==> src/verilog/tsr_pkg.sv <==
// constants and carrier types of the touch status and result register bank
package tsr_pkg;
  localparam int DATA_W = 32;
  localparam int ADDR_W = 12;
  localparam int RES_W  = 16;
  localparam int VAL_W  = 12;
  localparam int NUM_RES = 9;
  localparam int NUM_TYPES = 5;
  // word indexes; status index 8h as printed, results at indexes of our own
  localparam logic [ADDR_W-1:0] IDX_STATUS  = 12'h008;
  localparam logic [ADDR_W-1:0] IDX_RES0    = 12'h010;
  localparam logic [ADDR_W-1:0] IDX_IRQ_STS = 12'h020;
  localparam logic [ADDR_W-1:0] IDX_IRQ_MSK = 12'h021;
  localparam logic [ADDR_W-1:0] IDX_CTRL    = 12'h022;
  // result slots in index order
  localparam int SLOT_X1 = 0;
  localparam int SLOT_X2 = 1;
  localparam int SLOT_IX = 2;
  localparam int SLOT_Y1 = 3;
  localparam int SLOT_Y2 = 4;
  localparam int SLOT_IY = 5;
  localparam int SLOT_Z1 = 6;
  localparam int SLOT_Z2 = 7;
  localparam int SLOT_AUX = 8;
  // status word and result word field positions
  localparam int ST_READY_LSB = 11;
  localparam int ST_RESET_BIT = 7;
  localparam int ST_PD_BIT    = 2;
  localparam int RES_TOUCH_BIT = 15;
  localparam int RES_TOP_BIT   = 11;
  localparam int RES_NEXT_BIT  = 10;
  // ready-flag indexes: D15 down to D11
  localparam int TYPE_X   = 4;
  localparam int TYPE_Y   = 3;
  localparam int TYPE_Z1  = 2;
  localparam int TYPE_Z2  = 1;
  localparam int TYPE_AUX = 0;
  localparam logic       PD_RESET     = 1'b1;
  localparam logic [1:0] CTRL_RESET   = 2'h1;
  localparam int CTRL_PD_BIT   = 0;
  localparam int CTRL_10B_BIT  = 1;
  localparam logic [NUM_TYPES-1:0] IRQ_MASK_RESET = 5'h00;

  // one conversion result offered by the converter
  typedef struct packed {
    logic [NUM_RES-1:0] slot_mask;
    logic [VAL_W-1:0]   value;
    logic               single_current;
    logic               touched;
  } tsr_result_type;
endpackage

==> src/verilog/tsr_regs.sv <==
// status word and conversion result registers of a resistive touch controller
// How it works
// storing a type's data sets its ready flag
// flag clears once all updated registers read
// single current conversion flags D15/D14 only
// D7 low when reset since last status read
// D2 mirrors bias power-down select, resets 1
// 0 keeps bias on, 1 powers down
// bias always down between conversion sets
// select taken only on touch or start
// all result registers clear on reset
// value right-justified in D11-D0, rest zero
// 10-bit mode forces top two bits zero
// single current result D15 carries touch
// status word at index 8h, flag order
// status read sets reset indication back
//
// Decided for this implementation: the APB register port and the register addresses other than the status index 8h.
module tsr_regs #(
  parameter int NUM_RES = tsr_pkg::NUM_RES
) (
  input  wire logic                          clk,
  input  wire logic                          rst,
  input  wire logic                          soft_reset,
  input  wire logic                          psel,
  input  wire logic                          penable,
  input  wire logic                          pwrite,
  input  wire logic [tsr_pkg::ADDR_W+1:0]    paddr,
  input  wire logic [tsr_pkg::DATA_W-1:0]    pwdata,
  input  wire logic [3:0]                    pstrb,
  output logic      [tsr_pkg::DATA_W-1:0]    prdata,
  output logic                               pready,
  output logic                               pslverr,
  input  wire logic                          result_valid,
  input  wire tsr_pkg::tsr_result_type       result_in,
  input  wire logic                          pen_touch,
  input  wire logic                          conv_start,
  input  wire logic                          in_conversion,
  input  wire logic                          set_active,
  output logic                               bias_on,
  output logic                               ten_bit_mode,
  output logic                               irq
);
  localparam int RW = tsr_pkg::RES_W;
  localparam int NT = tsr_pkg::NUM_TYPES;

  logic [RW-1:0]      result_reg [NUM_RES];
  logic [NUM_RES-1:0] unread_reg;
  logic [NT-1:0]      ready_flags;
  logic               no_reset_reg;
  logic               pd_status_reg;
  logic [1:0]         ctrl_reg;
  logic [NT-1:0]      irq_sts_reg;
  logic [NT-1:0]      irq_msk_reg;
  logic [NT-1:0]      ready_prev_reg;
  logic               pen_s1_reg;
  logic               pen_s2_reg;
  logic [tsr_pkg::ADDR_W-1:0] idx;
  logic               access;
  logic               rd_en;
  logic               wr_en;
  logic               rd_status;
  logic               rd_result;
  logic [NUM_RES-1:0] rd_slot;
  logic [NUM_RES-1:0] wr_slot;
  logic               ctrl_wr;
  logic               msk_wr;
  logic               irq_rd;
  logic [RW-1:0]      status_word;
  logic               mapped;
  logic [NT-1:0]      rose;
  // decode selects and sampling strobes
  logic               sel_status;
  logic               sel_irq_sts;
  logic               sel_irq_msk;
  logic               sel_ctrl;
  logic               writable;
  logic               pd_take;

  // map result slots to their ready-flag type
  function automatic logic [NT-1:0] slot_types(input logic [NUM_RES-1:0] s);
    logic [NT-1:0] t;
    t = '0;
    t[tsr_pkg::TYPE_X]   = s[tsr_pkg::SLOT_X1] | s[tsr_pkg::SLOT_X2] | s[tsr_pkg::SLOT_IX];
    t[tsr_pkg::TYPE_Y]   = s[tsr_pkg::SLOT_Y1] | s[tsr_pkg::SLOT_Y2] | s[tsr_pkg::SLOT_IY];
    t[tsr_pkg::TYPE_Z1]  = s[tsr_pkg::SLOT_Z1];
    t[tsr_pkg::TYPE_Z2]  = s[tsr_pkg::SLOT_Z2];
    t[tsr_pkg::TYPE_AUX] = s[tsr_pkg::SLOT_AUX];
    return t;
  endfunction

  // format a raw value as a result word
  function automatic logic [RW-1:0] fmt(input tsr_pkg::tsr_result_type r,
                                        input logic tenb);
    logic [RW-1:0] w;
    w = '0;
    w[tsr_pkg::VAL_W-1:0] = r.value;
    if (tenb) begin
      w[tsr_pkg::RES_TOP_BIT] = 1'b0;
      w[tsr_pkg::RES_NEXT_BIT] = 1'b0;
    end
    if (r.single_current) begin
      w[tsr_pkg::RES_TOUCH_BIT] = r.touched;
    end
    return w;
  endfunction

  // true for word indexes inside the result window
  function automatic logic in_results(input logic [tsr_pkg::ADDR_W-1:0] a);
    logic lo_ok;
    logic hi_ok;
    lo_ok = a >= tsr_pkg::IDX_RES0;
    hi_ok = a < tsr_pkg::IDX_RES0 + tsr_pkg::ADDR_W'(NUM_RES);
    return lo_ok & hi_ok;
  endfunction

  // pen pin is asynchronous to the conversion clock
  always_ff @(posedge clk or posedge rst) begin
    if (rst) begin
      pen_s1_reg <= 1'b0;
      pen_s2_reg <= 1'b0;
    end else begin
      pen_s1_reg <= pen_touch;
      pen_s2_reg <= pen_s1_reg;
    end
  end

  // apb decode; zero wait states, unmapped index answers pslverr
  assign idx    = paddr[tsr_pkg::ADDR_W+1:2];
  assign access = psel & penable;
  assign pready = 1'b1;
  assign rd_en  = access & ~pwrite;
  assign wr_en  = access & pwrite & pstrb[0];

  // one select per named word; the result window is decoded apart
  always_comb begin
    sel_status  = 1'b0;
    sel_irq_sts = 1'b0;
    sel_irq_msk = 1'b0;
    sel_ctrl    = 1'b0;
    case (idx)
      tsr_pkg::IDX_STATUS: begin
        sel_status = 1'b1;
      end
      tsr_pkg::IDX_IRQ_STS: begin
        sel_irq_sts = 1'b1;
      end
      tsr_pkg::IDX_IRQ_MSK: begin
        sel_irq_msk = 1'b1;
      end
      tsr_pkg::IDX_CTRL: begin
        sel_ctrl = 1'b1;
      end
      default: begin
        sel_ctrl = 1'b0;
      end
    endcase
  end

  assign rd_status = rd_en & sel_status;
  assign ctrl_wr   = wr_en & sel_ctrl;
  assign msk_wr    = wr_en & sel_irq_msk;
  assign irq_rd    = rd_en & sel_irq_sts;
  assign rd_result = in_results(idx);
  // only control and mask take writes
  assign writable  = sel_ctrl | sel_irq_msk;

  // per-slot read strobes clear the matching unread marks
  always_comb begin
    rd_slot = '0;
    for (int i = 0; i < NUM_RES; i++) begin
      rd_slot[i] = rd_en & (idx == tsr_pkg::IDX_RES0 + tsr_pkg::ADDR_W'(i));
    end
  end

  assign mapped = rd_result | sel_status | sel_irq_sts | sel_irq_msk | sel_ctrl;

  // read-only registers refuse writes with an error
  always_comb begin
    pslverr = 1'b0;
    if (access & ~mapped) begin
      pslverr = 1'b1;
    end else if (access & pwrite & ~writable) begin
      pslverr = 1'b1;
    end
  end

  // software-writable control: bias select and resolution
  always_ff @(posedge clk or posedge rst) begin
    if (rst) begin
      ctrl_reg <= tsr_pkg::CTRL_RESET;
    end else if (soft_reset) begin
      ctrl_reg <= tsr_pkg::CTRL_RESET;
    end else if (ctrl_wr) begin
      ctrl_reg[tsr_pkg::CTRL_PD_BIT]  <= pwdata[tsr_pkg::CTRL_PD_BIT];
      ctrl_reg[tsr_pkg::CTRL_10B_BIT] <= pwdata[tsr_pkg::CTRL_10B_BIT];
    end
  end
  assign ten_bit_mode = ctrl_reg[tsr_pkg::CTRL_10B_BIT];

  // status mirror follows the select only at a clocked touch or start
  // a select written mid-set leaves the running set's bias plan alone until pen_s2_reg or conv_start is high
  assign pd_take = pen_s2_reg | conv_start;
  always_ff @(posedge clk or posedge rst) begin
    if (rst) begin
      pd_status_reg <= tsr_pkg::PD_RESET;
    end else if (soft_reset) begin
      pd_status_reg <= tsr_pkg::PD_RESET;
    end else if (pd_take) begin
      pd_status_reg <= ctrl_reg[tsr_pkg::CTRL_PD_BIT];
    end
  end

  // bias off between sets always; between conversions only when status is 1
  always_comb begin
    bias_on = 1'b0;
    if (set_active) begin
      bias_on = in_conversion | ~pd_status_reg;
    end
  end

  // result storage; a single current conversion only names its own slot
  always_comb begin
    wr_slot = '0;
    if (result_valid) begin
      wr_slot = result_in.slot_mask;
    end
  end

  always_ff @(posedge clk or posedge rst) begin
    if (rst) begin
      for (int i = 0; i < NUM_RES; i++) begin
        result_reg[i] <= '0;
      end
    end else if (soft_reset) begin
      for (int i = 0; i < NUM_RES; i++) begin
        result_reg[i] <= '0;
      end
    end else begin
      for (int i = 0; i < NUM_RES; i++) begin
        if (wr_slot[i]) begin
          result_reg[i] <= fmt(result_in, ten_bit_mode);
        end
      end
    end
  end

  // per-register unread marks; a new write beats a same-cycle read
  always_ff @(posedge clk or posedge rst) begin
    if (rst) begin
      unread_reg <= '0;
    end else if (soft_reset) begin
      unread_reg <= '0;
    end else begin
      // a slot rewritten in the cycle of its read stays unread
      for (int i = 0; i < NUM_RES; i++) begin
        if (wr_slot[i]) begin
          unread_reg[i] <= 1'b1;
        end else if (rd_slot[i]) begin
          unread_reg[i] <= 1'b0;
        end
      end
    end
  end
  assign ready_flags = slot_types(unread_reg);

  // reset indication: low after any reset until the status is read
  always_ff @(posedge clk or posedge rst) begin
    if (rst) begin
      no_reset_reg <= 1'b0;
    end else if (soft_reset) begin
      no_reset_reg <= 1'b0;
    end else if (rd_status) begin
      no_reset_reg <= 1'b1;
    end
  end

  always_comb begin
    status_word = '0;
    status_word[tsr_pkg::ST_READY_LSB +: NT] = ready_flags;
    status_word[tsr_pkg::ST_RESET_BIT] = no_reset_reg;
    status_word[tsr_pkg::ST_PD_BIT] = pd_status_reg;
  end

  // interrupts: rising ready flags stick until the interrupt status word is read
  assign rose = ready_flags & ~ready_prev_reg;
  always_ff @(posedge clk or posedge rst) begin
    if (rst) begin
      ready_prev_reg <= '0;
    end else begin
      ready_prev_reg <= ready_flags;
    end
  end

  // a new event in the cycle of the clearing read wins over the clear
  always_ff @(posedge clk or posedge rst) begin
    if (rst) begin
      irq_sts_reg <= '0;
    end else begin
      for (int i = 0; i < NT; i++) begin
        if (rose[i]) begin
          irq_sts_reg[i] <= 1'b1;
        end else if (irq_rd) begin
          irq_sts_reg[i] <= 1'b0;
        end
      end
    end
  end

  always_ff @(posedge clk or posedge rst) begin
    if (rst) begin
      irq_msk_reg <= tsr_pkg::IRQ_MASK_RESET;
    end else if (msk_wr) begin
      irq_msk_reg <= pwdata[NT-1:0];
    end
  end
  // level output; masking hides an event but keeps it sticky
  always_comb begin
    irq = |(irq_sts_reg & irq_msk_reg);
  end

  // read data mux; combinational so the read and its side effect share an edge
  always_comb begin
    prdata = '0;
    if (rd_en) begin
      if (sel_status) begin
        prdata[RW-1:0] = status_word;
      end else if (sel_irq_sts) begin
        prdata[NT-1:0] = irq_sts_reg;
      end else if (sel_irq_msk) begin
        prdata[NT-1:0] = irq_msk_reg;
      end else if (sel_ctrl) begin
        prdata[1:0] = ctrl_reg;
      end else begin
        for (int i = 0; i < NUM_RES; i++) begin
          if (rd_slot[i]) begin
            prdata[RW-1:0] = result_reg[i];
          end
        end
      end
    end
  end
endmodule

==> config.mk <==
export PLATFORM = sky130hd
export DESIGN_NAME = tsr_regs
export DESIGN_NICKNAME = d
export VERILOG_FILES = /design/src/verilog/tsr_pkg.sv /design/src/verilog/tsr_regs.sv
export SDC_FILE = /design/constraint.sdc
export NUM_CORES = 1
export LEC_CHECK = 0
export BUFFER_PORTS_ARGS = -buffer_cell sky130_fd_sc_hd__buf_2
export CELL_PAD_IN_SITES_DETAIL_PLACEMENT = 1
export CELL_PAD_IN_SITES_GLOBAL_PLACEMENT = 2
export CORE_AREA = 2 2 163 165
export DETAILED_ROUTE_END_ITERATION = 12
export DIE_AREA = 0 0 165 167
export PLACE_DENSITY_LB_ADDON = 0.1
export SETUP_SLACK_MARGIN = 0.4
export SYNTH_ARGS = -nofsm -noshare
export SYNTH_HDL_FRONTEND = slang
export SYNTH_SLANG_ARGS = --single-unit
==> constraint.sdc <==
create_clock -name clk -period 6.09 [get_ports clk]
set_input_delay 1.827 -clock clk [delete_from_list [all_inputs] [get_ports clk]]
set_output_delay 1.827 -clock clk [all_outputs]
set_load 0.02 [all_outputs]
# After elaboration in Yosys (flattened, before gate mapping)
# Cells that the tools add are included.
# W data, S select, Z words.
[word_totals]
out_inout_bits = 37
input_bits = 84
reg_bits = 174
word_cells = 178
[op_classes]
eq_ne = 13
n_lt_le_gt_ge = 2
n_bitwise = 38
mux = 68
reduce_logical = 27
[op_table]
columns = ["op", "count"]
rows = [
  ["$mux W16", 20],
  ["$mux W144", 1],
  ["$eq A12 B5 Y1 const B", 9],
  ["$eq A12 B6 Y1 const B", 3],
  ["$mux W1", 36],
  ["$reduce_bool A2 Y1", 17],
  ["$reduce_bool A3 Y1", 9],
  ["$mux W11", 2],
  ["$and A1 B1 Y1", 20],
  ["$mux W9", 2],
  ["$mux W14", 1],
  ["$eq A12 B4 Y1 const B", 1],
  ["$ge A12 B5 Y1 const B", 1],
  ["$lt A12 B5 Y1 const B", 1],
  ["$or A1 B1 Y1", 11],
  ["$and A5 B5 Y5", 2],
  ["$mux W5", 2],
  ["$mux W2", 4],
  ["$not A5 Y5", 1],
  ["$reduce_or A5 Y1", 1],
  ["$not A1 Y1", 4],
]

# Longest topological paths before layout
[depth]
word_depth = 17
ltp_mapped = 8

# Worst setup path after synthesis
# Ideal clock, no wire load.
[synth_timing]
path_kind = "in2out"
from = "input paddr[9] in the netlist's numbering"
to = "output prdata[4] in the netlist's numbering"
setup_slack_ns = 0.615
t_arrival_ns = 3.648
path_stages = 6
path_cell_list = "or4_4 -> nor3_4 -> nand4_2 -> o2bb2ai_1 -> a221oi_1 -> o31ai_1"
[synth_between]
elab_chain_cells = 16
[synth_lines]
columns = ["element", "line", "text"]
rows = [
  ["start: declaration", "tsr_regs.sv:28", "input wire logic [tsr_pkg::ADDR_W+1:0] paddr,"],
  ["$eq A12 B5 Y1", "tsr_regs.sv:172", "rd_slot[i] = rd_en & (idx == tsr_pkg::IDX_RES0 + tsr_pkg::ADDR_W'(i));"],
  ["$and A1 B1 Y1", "tsr_regs.sv:172", ""],
  ["$mux W16 (9 in series)", "tsr_regs.sv:336", "if (rd_slot[i]) begin"],
  ["$mux W14", "tsr_regs.sv:332", "end else if (sel_ctrl) begin"],
  ["$mux W5", "tsr_regs.sv:330", "end else if (sel_irq_msk) begin"],
  ["$mux W5", "tsr_regs.sv:328", "end else if (sel_irq_sts) begin"],
  ["$mux W16 (*)", "tsr_regs.sv:326", "if (sel_status) begin"],
  ["$mux W16 (*)", "tsr_regs.sv:325", "if (rd_en) begin"],
  ["end: declaration", "tsr_regs.sv:31", "output logic [tsr_pkg::DATA_W-1:0] prdata,"],
]
# Every way passes the cells marked *; elsewhere a longest branch is shown, timed or not.

# Worst setup path after layout
[layout_timing]
from = "input paddr[9] in the netlist's numbering"
to = "output prdata[7] in the netlist's numbering"
[layout_between]
elab_chain_cells = 16
[layout_lines]
columns = ["element", "line"]
rows = [
  ["$eq A12 B5 Y1", "tsr_regs.sv:172"],
  ["$and A1 B1 Y1", "tsr_regs.sv:172"],
  ["$mux W16 (9 in series)", "tsr_regs.sv:336"],
  ["$mux W14", "tsr_regs.sv:332"],
  ["$mux W11", "tsr_regs.sv:330"],
  ["$mux W11", "tsr_regs.sv:328"],
  ["$mux W16 (*)", "tsr_regs.sv:326"],
  ["$mux W16 (*)", "tsr_regs.sv:325"],
]
# Marks and branches as above.

==> flow_summary.yaml <==
outcome:
  status: "finished, final reports clean"
synth:
  yosysWarnings: 0
  netlist-cell-type-count: 66
  synth.area.top_cells: "dfrtp_1 (48%), nand2_1 (11%), a21oi_1 (7.6%), o21ai_0 (4.0%), nand3b_1 (2.9%)"
  synth-edff-count: 0
  syn-cell-area_sq_mm: 0.007607
  ys_ff_latch: 147
  yosys.area.top_type: "dfrtp_1"
  synth_async_sr_flop_share_pct: 100.0
  synthFlopType: "dfrtp_1"
  synthDominantCellAreaShare_pct: 47.70
  netlist_instances: 869
  syn_area_per_cell_sq_um: 8.754
  ys_seq_area_share_pct: 48.39
clocking:
  ctsHtreeMaxLevel: 4
  cts.sink_count: 147
  numCtsBuffers: 17
  cts_buffer_depth: 2
  cts_tree: "yes"
  clkTransAtPathRegs_ns: 0.07
  clock-root-buffer: "clkbuf_16"
  clk_latency_ns: 0.43
  cts_hold_buf: 0
setup_path:
  reg2reg_from: "ctrl_reg[1]"
  end_kind: "primary output"
  reg2reg_slack_ns: 4.77
  crit_arrival_ns: 3.85
  path_cells: "buf_2, or4_4, nor3_4, nand4_4, o32a_1, o211ai_1, a22o_1, buf_2"
  crit_slowest_cell: "or4_4"
  worstRegToRegCells: 3
  slowest_delay_ns: 0.57
  crit_path_max_fanout: 7
  cp_data_required_time_ns: 4.26
  r2r_end: "result_reg[59]"
  startpoint_type: "primary input"
  crit_path_frequent_cell: "buf_2"
  crit_type: "primary input to primary output"
cells_and_area:
  largest_register_ff_count: 117
  drive_above_1_share_pct: 19.91
  nets: 1011
  nFillCells: 2983
  n_antenna_cell: 0
  area_growth_pct: 19.24
sta:
  rsz0062_at_grt: "yes"
  fin_ws_ns: 0.4106
  finalHoldViolations: 0
  finalCritPeriodShare_pct: 93.26
  setup_viol: 0
  max_freq_mhz: 176.1
  max_slew_margin_pct: 34.55
  fin_skew_ns: 0.009867
  tightest_slew_ns: 0.9794
  drv_slew: 0
  setup_tns_ns: 0
  finalCriticalPeriod_ns: 5.679
flow_run:
  cap_violations: 0
power:
  swShare_pct: 27.62
  p_clk_share_pct: 47.0
  power_density_mw_per_mm2: 272.2
  p_int_uw: 1788
  peakVddDrop_mv: 0.1555
  seqPwrFrac_pct: 42.1
  switchingPower_uw: 682.0
  p_comb_share_pct: 10.8
  power_uw: 2470
  static-leakage-power_uw: 0.003888
route:
  initialDrtViolationCount: 470
  routed_via_density: 5.294
  totalWireLength_um: 29570
  route.detailed.drc: 0
  antenna_left: 0
  vias: 6745
  drtPass1Iterations: 7
  routedWlPerCell_um: 23.21
global_routing:
  grt_first_pass_wirelength_um: 45230
  antenna_found_initial: 0
  grt_overflow_total: 0
  grt_pass1_vias: 7318
  grt_use_total_pct: 22.19
  grt_max_degree: 148
hold_path:
  hold_class: "flop to flop"
  holdPathEnd: "pen_s2_reg"
  min_from: "pen_s1_reg"
  hold_depth: 0
floorplan:
  die_area_sq_mm: 0.02756
  start_util_pct: 29.53
  rows: 59
  die_w_um: 165
  die_h_um: 167
  io_pins: 121
  core_area_sq_mm: 0.02576
placement:
  port_buffers: 71
  place_ws_ns: 0.2681
  dp_hpwl_um: 20140
  gp_congestion: 0.8074
cells in the final DEF (no fill, tap or decap), types with 4 or more instances in the layout:
| cell type | instances |
|---|---|
| a31oi_1 | 8 |
| o21ai_0 | 61 |
| mux4_2 | 4 |
| a21oi_1 | 116 |
| a22oi_1 | 6 |
| clkbuf_16 | 18 |
| bufinv_16 | 4 |
| nand3b_1 | 29 |
| o211ai_1 | 4 |
| o22ai_1 | 6 |
| mux2i_1 | 11 |
| nor3_1 | 6 |
| inv_1 | 12 |
| mux2_4 | 4 |
| buf_2 | 68 |
| buf_4 | 35 |
| conb_1 | 17 |
| mux2_2 | 10 |
| and2_1 | 10 |
| nor2_2 | 4 |
| a222oi_1 | 6 |
| dfrtp_1 | 145 |
| nor2_1 | 31 |
| a21o_1 | 4 |
| nand3_1 | 9 |
| o32ai_1 | 8 |
| nand2_1 | 218 |
| a22o_1 | 5 |
kinds of logic after synthesis:
kind of cell | Yosys count | synth area share (%)
buffers and inverters | 96 | 5.789
muxes | 29 | 4.901
other | 2 | 0.09872
and+or+nand+nor | 350 | 21.91
AOI/OAI and AO/OA | 245 | 18.91
DFF | 147 | 48.39
critical path: cells and delay by family:
kind,cells,cell delay (ns)
AND/OR/NAND/NOR,3,1.03
AO/OA/AOI/OAI,3,0.70
buffers and inverters,2,0.28
power groups by stage:
stage	Clock [uW]	Combinational [uW]	Sequential (uW)
after CTS	1190	266	1040
after global placement	0	256	1060
after global routing	1230	296	1050
after floorplan	0	168	1050
after detailed placement	0	263	1060
final	1160	267	1040
cell usage after synthesis (5+ instances only):
cell type	number
a31oi_1	8
dfrtp_1	145
mux2i_1	11
nand2_1	218
a22o_1	5
buf_4	17
a21oi_1	116
and2_1	10
nor2_1	34
nor3_1	7
nor2b_1	5
o22ai_1	6
a222oi_1	6
mux2_2	10
o32ai_1	8
a22oi_1	6
buf_2	13
nand3b_1	29
o21ai_0	61
clkbuf_1	49
nand3_1	9
inv_1	13
layer usage:
| metal | global-route usage, % | part of all wire, % |
|---|---|---|
| met1 | 30.41 | 46 |
| met2 | 37.10 | 49 |
| met3 | 3.412 | 3.6 |
| met4 | 4.423 | 1.1 |
| met5 | 0 | 0 |
layout make-up:
class | count | area, sq um | area share (%)
tap | 335 | 419.2 | 4.621
clock inverter | 14 | 202.7 | 2.234
clock buffer | 17 | 425.4 | 4.690
inverter | 13 | 52.55 | 0.5793
timing repair buffer | 107 | 675.6 | 7.448
sequential | 147 | 3681 | 40.58
multi-input combinational | 641 | 3615 | 39.85
worst max-delay path by stage:
stage,startpoint,slack (ns),to
after floorplan,paddr[9],0.61,prdata[4]
final,paddr[9],0.41,prdata[7]
after global placement,paddr[9],0.26,prdata[7]
after detailed placement,paddr[9],0.27,prdata[7]
after global routing,paddr[9],0.31,prdata[7]
after CTS,paddr[9],0.35,prdata[7]
stage by stage:
step | instance area (sq um) | utilization (%) | hold WS (ns) | cells
5_1_grt | 9071 | 35.21 | 0.3724 | 1274
4_1_cts | 9000 | 34.93 | 0.3565 | 1271
6_report | 9071 | 35.21 | 0.3523 | 1274
3_5_place_dp | 8332 | 32.34 | 0.3469 | 1240
3_3_place_gp | 8332 | 32.34 | 0.3341 | 1240
2_1_floorplan | 7667 | - | 0.3312 | 884
repair_timing:
| item | 4_1_cts | 5_1_grt |
|---|---|---|
| gates resized for setup | 8 | 9 |
| endpoints found under the setup margin | 11 | 12 |
| pin swaps | 0 | 2 |
| buffers inserted | 0 | 2 |
| cloned | 0 | 1 |
Note: power is estimated with default switching activity, not from simulation.
